**src/common/slm_defines.vh**
```
`ifndef SLM_DEFINES_VH
`define SLM_DEFINES_VH
// lane configuration codes
`define SLM_CFG_S8 5'h05
`define SLM_CFG_S4 5'h04
`define SLM_CFG_D4 5'h06
`define SLM_CFG_D8 5'h07
`define SLM_CFG_S16 5'h11
`define SLM_CFG_D16 5'h12
// power-mode values that keep serializers running
`define SLM_PMODE_RUN0 8'h00
`define SLM_PMODE_RUN1 8'h01
// lane test selection codes
`define SLM_TST_NORMAL 3'h0
`define SLM_TST_PRBS7 3'h1
`define SLM_TST_PRBS15 3'h2
`define SLM_TST_PRBS23 3'h3
`define SLM_TST_RAMP 3'h4
`define SLM_TST_STP 3'h5
// octet constants, frame divider and buffer depth
`define SLM_OCTET_RST 8'h00
`define SLM_ALL_ONES 8'hFF
`define SLM_FRAME_DIV 4
`define SLM_FIFO_DEPTH 16
`endif

```
**src/slm_lane_mapper.v**
```verilog
// Functional notes
// - single eight-lane: even samples to link A lanes 0-3, odd to link B
// - dual four-lane: A0,A1 on link A lanes 0-1, B0,B1 on link B
// - dual eight-lane: Ai on link A lane i, Bi on link B lane i
// - single sixteen-lane: link A lane k gets S(2k), link B gets S(2k+1)
// - dual sixteen-lane: Ai on link A lane i, Bi on link B lane i
// - power-down pin high disables every lane driver and the converter
// - power mode other than 0x00 or 0x01 powers down all serializers
// - channel shutdown powers down the lanes of its link only; the converter stays up
// - unused highest-indexed lanes of each link are powered down
// - keep-alive keeps unused lanes powered, sending zero octets
// - test selection picks pattern; lane power does not depend on test selection
// - PRBS modes bypass the 8b/10b encoder
// - PRBS7 bit is XOR of bits 6 and 7 back, period 127
// - PRBS15 taps 14,15 period 32767; PRBS23 taps 18,23 period 8388607
// - each lane starts its PRBS from a distinct phase
// - ramp: after alignment every used lane sends same octet counting 0x00-0xFF
// - short transport pattern only, on enabled lowest lanes
// - transport pattern: frame 0 lane i sends i, frame 1 sends 0xFF-i
// - octets MSB first, tail bits zero
`timescale 1ns/1ps
`include "slm_defines.vh"

// ****************************************
// sample buffer
// ****************************************
module slm_fifo #(
  parameter W = 128,
  parameter D = 16,
  parameter AW = 4
) (
  input wire clk,
  input wire rst_b,
  input wire [W-1:0] in_data,
  input wire in_valid,
  output wire in_ready,
  output wire [W-1:0] out_data,
  output wire out_valid,
  input wire out_ready
);
  reg [W-1:0] mem [0:D-1];
  reg [AW-1:0] wr_ptr_r;
  reg [AW-1:0] rd_ptr_r;
  reg [AW:0] count_r;
  wire push;
  wire pop;

  assign in_ready = (count_r != D[AW:0]);
  assign out_valid = (count_r != {(AW+1){1'b0}});
  assign out_data = mem[rd_ptr_r];
  assign push = in_valid && in_ready;
  assign pop = out_valid && out_ready;

  always @(posedge clk)
  begin
    if (push)
      mem[wr_ptr_r] <= in_data;
  end

  always @(posedge clk or negedge rst_b)
  begin
    if (!rst_b)
    begin
      wr_ptr_r <= {AW{1'b0}};
      rd_ptr_r <= {AW{1'b0}};
      count_r <= {(AW+1){1'b0}};
    end
    else
    begin
      if (push)
        wr_ptr_r <= (wr_ptr_r == D[AW-1:0] - 1'b1) ? {AW{1'b0}} : wr_ptr_r + 1'b1;
      if (pop)
        rd_ptr_r <= (rd_ptr_r == D[AW-1:0] - 1'b1) ? {AW{1'b0}} : rd_ptr_r + 1'b1;
      if (push && !pop)
        count_r <= count_r + 1'b1;
      else if (pop && !push)
        count_r <= count_r - 1'b1;
    end
  end
endmodule // slm_fifo

// ****************************************
// lane mapper and test generator
// ****************************************
module slm_lane_mapper #(
  parameter FRAME_DIV = `SLM_FRAME_DIV,
  parameter FIFO_DEPTH = `SLM_FIFO_DEPTH,
  parameter FIFO_AW = 4
) (
  input wire clk,
  input wire rst_b,
  input wire [127:0] samp_data,
  input wire samp_valid,
  output wire samp_ready,
  input wire link_ready,
  input wire ilas_done,
  input wire power_down_pin,
  input wire [7:0] power_mode,
  input wire chan_a_shutdown,
  input wire chan_b_shutdown,
  input wire [4:0] lane_config_select,
  input wire [2:0] lane_test_select,
  input wire spare_lane_keepalive_link_a,
  input wire spare_lane_keepalive_link_b,
  output reg [63:0] link_a_lanes,
  output reg [63:0] link_b_lanes,
  output reg [7:0] link_a_lane_pwr,
  output reg [7:0] link_b_lane_pwr,
  output reg lanes_valid,
  output reg encoder_bypass,
  output reg converter_pd
);
  // ****************************************
  // frame rate and buffer
  // ****************************************
  reg [7:0] div_r;
  reg frame_en_r;
  wire [127:0] buf_data;
  wire buf_valid;
  wire pop;
  wire is_normal;
  wire all_off;

  assign is_normal = (lane_test_select == `SLM_TST_NORMAL);
  // pops only when a frame slot is free
  assign pop = frame_en_r && link_ready && is_normal && !all_off;

  always @(posedge clk or negedge rst_b)
  begin
    if (!rst_b)
    begin
      div_r <= 8'h00;
      frame_en_r <= 1'b0;
    end
    else
    begin
      frame_en_r <= (div_r == FRAME_DIV[7:0] - 8'h01);
      div_r <= (div_r == FRAME_DIV[7:0] - 8'h01) ? 8'h00 : div_r + 8'h01;
    end
  end

  slm_fifo #(.W(128), .D(FIFO_DEPTH), .AW(FIFO_AW)) u_buf (
    .clk(clk),
    .rst_b(rst_b),
    .in_data(samp_data),
    .in_valid(samp_valid),
    .in_ready(samp_ready),
    .out_data(buf_data),
    .out_valid(buf_valid),
    .out_ready(pop)
  );

  // ****************************************
  // configuration decode and lane power
  // ****************************************
  reg [3:0] nlanes;
  reg dual;
  always @*
  begin
    nlanes = 4'h0;
    dual = 1'b0;
    case (lane_config_select)
      `SLM_CFG_S4: nlanes = 4'h2;
      `SLM_CFG_S8: nlanes = 4'h4;
      `SLM_CFG_D4:
      begin
        nlanes = 4'h2;
        dual = 1'b1;
      end
      `SLM_CFG_D8:
      begin
        nlanes = 4'h4;
        dual = 1'b1;
      end
      `SLM_CFG_S16: nlanes = 4'h8;
      `SLM_CFG_D16:
      begin
        nlanes = 4'h8;
        dual = 1'b1;
      end
      default: nlanes = 4'h0;
    endcase
  end

  // pin or power mode shuts everything
  assign all_off = power_down_pin ||
    !(power_mode == `SLM_PMODE_RUN0 || power_mode == `SLM_PMODE_RUN1);

  // ****************************************
  // pattern sources
  // ****************************************
  reg [7:0] ramp_r;
  reg stp_frame_r;
  reg [1:0] prbs_sel;
  wire prbs_mode;

  assign prbs_mode = (lane_test_select == `SLM_TST_PRBS7) ||
    (lane_test_select == `SLM_TST_PRBS15) || (lane_test_select == `SLM_TST_PRBS23);

  always @*
  begin
    case (lane_test_select)
      `SLM_TST_PRBS15: prbs_sel = 2'h1;
      `SLM_TST_PRBS23: prbs_sel = 2'h2;
      default: prbs_sel = 2'h0;
    endcase
  end

  // eight serial steps per frame; newest bit lands in bit 0
  function [22:0] prbs_step8;
    input [22:0] s;
    input [1:0] sel;
    reg [22:0] t;
    reg nb;
    integer n;
    begin
      t = s;
      for (n = 0; n < 8; n = n + 1)
      begin
        case (sel)
          2'h1: nb = t[13] ^ t[14];
          2'h2: nb = t[17] ^ t[22];
          default: nb = t[5] ^ t[6];
        endcase
        t = {t[21:0], nb};
      end
      prbs_step8 = t;
    end
  endfunction

  always @(posedge clk or negedge rst_b)
  begin
    if (!rst_b)
    begin
      ramp_r <= `SLM_OCTET_RST;
      stp_frame_r <= 1'b0;
    end
    else if (frame_en_r)
    begin
      // ramp runs only after lane alignment
      if (lane_test_select == `SLM_TST_RAMP && ilas_done && link_ready)
        ramp_r <= ramp_r + 8'h01;
      else if (lane_test_select != `SLM_TST_RAMP)
        ramp_r <= `SLM_OCTET_RST;
      if (lane_test_select == `SLM_TST_STP)
        stp_frame_r <= ~stp_frame_r;
      else
        stp_frame_r <= 1'b0;
    end
  end

  // ****************************************
  // per-lane output
  // ****************************************
  genvar k;
  generate
    for (k = 0; k < 8; k = k + 1)
    begin : g_lane
      // lane index and seeds held as sized constants; genvars cannot be sliced
      localparam [7:0] LANE_ID = k;
      localparam [22:0] SEED_A = k + 1;
      localparam [22:0] SEED_B = k + 9;
      reg [22:0] prbs_a_r;
      reg [22:0] prbs_b_r;
      reg [7:0] oct_a;
      reg [7:0] oct_b;
      wire used;
      wire pwr_a;
      wire pwr_b;
      wire [7:0] stp_oct;

      assign used = ({4'h0, nlanes} > LANE_ID);
      assign pwr_a = !all_off && !chan_a_shutdown && (used || spare_lane_keepalive_link_a);
      assign pwr_b = !all_off && !chan_b_shutdown && (used || spare_lane_keepalive_link_b);
      // frame 0 sends i, frame 1 sends 0xFF-i
      assign stp_oct = stp_frame_r ? (`SLM_ALL_ONES - LANE_ID) : LANE_ID;

      always @*
      begin
        oct_a = `SLM_OCTET_RST;
        oct_b = `SLM_OCTET_RST;
        case (lane_test_select)
          `SLM_TST_NORMAL:
          begin
            // dual: channel A low half, B high half
            if (dual)
            begin
              oct_a = buf_data[8*k +: 8];
              oct_b = buf_data[64 + 8*k +: 8];
            end
            // single: even samples to link A, odd to link B
            else
            begin
              oct_a = buf_data[16*k +: 8];
              oct_b = buf_data[16*k + 8 +: 8];
            end
          end
          `SLM_TST_PRBS7, `SLM_TST_PRBS15, `SLM_TST_PRBS23:
          begin
            // first generated bit is the octet MSB
            oct_a = prbs_a_r[7:0];
            oct_b = prbs_b_r[7:0];
          end
          `SLM_TST_RAMP:
          begin
            oct_a = ramp_r;
            oct_b = ramp_r;
          end
          `SLM_TST_STP:
          begin
            oct_a = stp_oct;
            oct_b = stp_oct;
          end
          default:
          begin
            oct_a = `SLM_OCTET_RST;
            oct_b = `SLM_OCTET_RST;
          end
        endcase
      end

      always @(posedge clk or negedge rst_b)
      begin
        if (!rst_b)
        begin
          prbs_a_r <= SEED_A;
          prbs_b_r <= SEED_B;
          link_a_lanes[8*k +: 8] <= `SLM_OCTET_RST;
          link_b_lanes[8*k +: 8] <= `SLM_OCTET_RST;
          link_a_lane_pwr[k] <= 1'b0;
          link_b_lane_pwr[k] <= 1'b0;
        end
        else
        begin
          link_a_lane_pwr[k] <= pwr_a;
          link_b_lane_pwr[k] <= pwr_b;
          if (frame_en_r)
          begin
            if (prbs_mode)
            begin
              prbs_a_r <= prbs_step8(prbs_a_r, prbs_sel);
              prbs_b_r <= prbs_step8(prbs_b_r, prbs_sel);
            end
            // unpowered or unused lanes send zero
            link_a_lanes[8*k +: 8] <= (pwr_a && used) ? oct_a : `SLM_OCTET_RST;
            link_b_lanes[8*k +: 8] <= (pwr_b && used) ? oct_b : `SLM_OCTET_RST;
          end
        end
      end
    end
  endgenerate

  always @(posedge clk or negedge rst_b)
  begin
    if (!rst_b)
    begin
      lanes_valid <= 1'b0;
      encoder_bypass <= 1'b0;
      converter_pd <= 1'b0;
    end
    else
    begin
      // a normal frame needs buffered samples; tests run freely
      lanes_valid <= frame_en_r && !all_off && (is_normal ? (buf_valid && link_ready) : 1'b1);
      // raw bits to serializer in PRBS
      encoder_bypass <= prbs_mode;
      converter_pd <= all_off;
    end
  end
endmodule // slm_lane_mapper

```
**config.mk**
```make
export PLATFORM = sky130hd
export DESIGN_NAME = slm_lane_mapper
export DESIGN_NICKNAME = d
export VERILOG_FILES = /design/src/slm_lane_mapper.v
export VERILOG_INCLUDE_DIRS = /design/src /design/src/common
export SDC_FILE = /design/constraint.sdc
export NUM_CORES = 2
export LEC_CHECK = 0
export BUFFER_PORTS_ARGS = -buffer_cell sky130_fd_sc_hd__buf_2
export CORE_MARGIN = 3
export CORE_UTILIZATION = 45
export CTS_CLUSTER_DIAMETER = 80
export DETAILED_ROUTE_END_ITERATION = 12
export HOLD_SLACK_MARGIN = 0.06
export PLACE_DENSITY_LB_ADDON = 0.05
export SLEW_MARGIN = 20
export SYNTH_ARGS = -nofsm -noshare
export SYNTH_HDL_FRONTEND = slang
export SYNTH_SLANG_ARGS = --single-unit
```
**constraint.sdc**
```tcl
create_clock -name clk -period 15.31 [get_ports clk]
set_clock_uncertainty 0.1 [all_clocks]
set_input_delay 0.7655 -clock clk [delete_from_list [all_inputs] [get_ports clk]]
set_output_delay 0.7655 -clock clk [all_outputs]
set_load 0.05 [all_outputs]
```
==> out/results.tsv <==
metric	value	unit
outcome	finished, final reports clean	
area_growth	13.4	%
syn_inst	5605	
endpoint_kind	register	
slew_headroom	0.224	
numPortBuffers	300	
ios	302	
syn_nets	5773	
power.density	153	nW/um^2
dr.pass1.iters	6	
whs_path_depth	1	
drtIter0Drc	5739	
worst_pin_slew	1.16	ns
antenna_found_initial	61	
dieHeight	488	um
die_w	488	um
yosys_register_bits	2590	
rsz0062_at_grt	no	
synth_edf_count	2048	
vias	56880	
first_global_vias	57062	
worst_ep_arrival_time	6.23	ns
async_reset_ff_frac	0.209	
layout_min_cycle_time	5.60	ns
cts.sinks	2590	
holdPathEnd	u_buf.mem[2][8]$_DFFE_PP_	
cts_tree	done	
postSynthAreaPerCell	18.7	sq um
finalHoldViolations	0	
worstHoldStart	samp_data[8]	
dp_hpwl	180000	um
grt_overflow	0	
postCtsSetupBuffers	0	
fill_cells	18812	
wl	309000	um
drtAntennaViolNets	0	
cts_hold_buf	8	
r2r-start	u_buf.rd_ptr_r[0]$_DFFE_PN0P_	
report.final.slew_viol_count	0	
grt_pass1_wl	440000	um
stdcell_count	9211	
reg2reg_slack	9.71	ns
cts_root_buf	clkbuf_16	
ys_types	71	
via_per_inst	6.18	
synthFlopType	edfxtp_1	
syn-cell-area	105000	sq um
clk_latency	0.92	ns
ys_seq_area_frac	0.717	
post_cts_resized	0	
r2r_cells	8	
fp-row-count	176	
clk_pin_slew_worst_paths	0.06	ns
wl_per_cell	33.6	um
grt_start_max_net_pins	138	
drc_errors	0	
start_util	0.454	
p_leak	41.1	nW
cts_made_buffers	296	
finalSetupTns	0	ns
final_util	0.515	
start_kind	register	
clockBufferDepth	4	
h-tree-depth	5	
drive_above_1_share	0.266	
dp.cells	8678	
yosys_warnings	0	
min_path_type	primary input to register	
floorplan.core_area	231000	sq um
crit_fanout	105	
layout_worst_path_cycle_share	0.366	
reg2reg_to	link_b_lanes[33]$_DFFE_PN0P_	
dieArea	238000	sq um
maxCapViolations	0	
required	15.94	ns
max_freq	179	MHz
grtUsageTotal	0.259	
setup_viol	0	
place.gp.congestion	0.847	
vdd_drop_max	89.7	uV
worstSetupPathType	register to register	
nets	6127	
[worst max-delay path, stage by stage (launching register included)]
cell	delay [ns]
dfrtp_4	0.89
buf_12	0.67
buf_4	0.74
buf_4	0.85
mux4_2	0.61
a22oi_1	0.22
nand2_1	0.40
a221oi_1	0.59
o221ai_1	0.19
[registers in the layout, indices dropped and copies added, names as in the netlist, 4 cells and up]
register,count
div_r,8
g_lane.prbs_a_r,184
g_lane.prbs_b_r,184
link_a_lane_pwr,6
link_a_lanes,64
link_b_lane_pwr,6
link_b_lanes,64
ramp_r,8
u_buf.count_r,5
u_buf.mem,2048
u_buf.rd_ptr_r,4
u_buf.wr_ptr_r,4
[power by group]
part	total (mW)	switching [mW]	internal (mW)	leakage, nW
combinational	2.23	1.20	1.03	11.5
sequential	9.49	0.860	8.63	25.4
clock	6.47	2.70	3.77	4.23
total	18.2	4.76	13.4	41.1
[area by class of cell]
type / count / area [sq um] / area share
sequential: 2590 / 75100 / 0.633
multi-input combinational: 2591 / 28100 / 0.237
clock buffer: 385 / 7930 / 0.0668
tap: 3026 / 3790 / 0.0319
timing repair buffer: 457 / 2910 / 0.0245
clock inverter: 111 / 721 / 0.00607
inverter: 23 / 88.8 / 0.000748
antenna: 28 / 70.1 / 0.000590
[cells in the final DEF, fill, tap and decap left out, types with 28 or more instances in the layout]
| cell | count |
|---|---|
| a22oi_1 | 108 |
| buf_2 | 299 |
| mux2i_1 | 86 |
| o21ai_0 | 40 |
| dfrtp_1 | 505 |
| clkbuf_1 | 75 |
| nand2_1 | 170 |
| clkinv_1 | 66 |
| mux4_2 | 486 |
| xor2_1 | 279 |
| buf_4 | 133 |
| a221oi_1 | 256 |
| clkinv_2 | 32 |
| a211oi_1 | 132 |
| diode_2 | 28 |
| dfstp_2 | 33 |
| a22o_1 | 47 |
| mux2_2 | 249 |
| o221ai_1 | 96 |
| clkbuf_16 | 300 |
| nor2_1 | 31 |
| a21oi_1 | 57 |
| edfxtp_1 | 2048 |
| a21o_1 | 143 |
| xnor2_1 | 124 |
[metrics by stage]
stage               power [mW]  hold slack, ns  area, sq um  setup WS [ns]
floorplan                 11.0           0.338       105000           4.33
global placement          11.8           0.359       110000           9.47
detailed placement        11.9           0.357       110000           9.45
CTS                       18.4          0.0608       119000           9.44
global route              18.9          0.0874       119000           9.15
finish                    18.2           0.125       119000           9.71
[cell usage after synthesis (all sizes together) (45+ instances only)]
cell type  number  share of area
a221oi        263          0.022
o221ai         96         0.0080
dfrtp         509           0.12
edfxtp       2048           0.59
clkbuf        276         0.0099
a211oi        134         0.0097
xnor2         124          0.010
xor2          279          0.023
a22oi         108         0.0077
mux4          486           0.10
a21o          143          0.010
nand2         172         0.0062
mux2i          86         0.0082
a22o           47         0.0039
buf           125         0.0058
a21oi          59         0.0028
mux2          249          0.027
nor2           45         0.0016
[worst max-delay path by stage]
stage / startpoint / end / slack (ns)
floorplan: u_buf.count_r[0]$_DFFE_PN0P_ / u_buf.mem[2][0]$_DFFE_PP_ / 4.33
finish: u_buf.rd_ptr_r[0]$_DFFE_PN0P_ / link_b_lanes[33]$_DFFE_PN0P_ / 9.71
detailed placement: u_buf.rd_ptr_r[0]$_DFFE_PN0P_ / link_b_lanes[33]$_DFFE_PN0P_ / 9.45
CTS: u_buf.rd_ptr_r[0]$_DFFE_PN0P_ / link_b_lanes[33]$_DFFE_PN0P_ / 9.44
global route: u_buf.rd_ptr_r[0]$_DFFE_PN0P_ / link_b_lanes[33]$_DFFE_PN0P_ / 9.15
global placement: u_buf.rd_ptr_r[0]$_DFFE_PN0P_ / link_b_lanes[33]$_DFFE_PN0P_ / 9.47
[logic make-up after synthesis]
group                      synth area share
AOI/OAI and AO/OA                    0.0761
xor gates and xnor gates             0.0337
buffers and inverters                0.0166
adders and majority gates           0.00174
and+or+nand+nor                      0.0150
muxes                                 0.140
DFF                                   0.717
[per-layer routing]
layer | up-vias | wire length (um) | global-route usage | share of wire
met2 | 1906 | 141000 | 0.393 | 0.46
met3 | 493 | 20000 | 0.0481 | 0.065
met1 | 30735 | 139000 | 0.385 | 0.45
met5 | - | 107 | 0 | 0.00035
li1 | 23728 | - | - | -
met4 | 18 | 8590 | 0.0686 | 0.028
(Power assumes the default switching activity.)
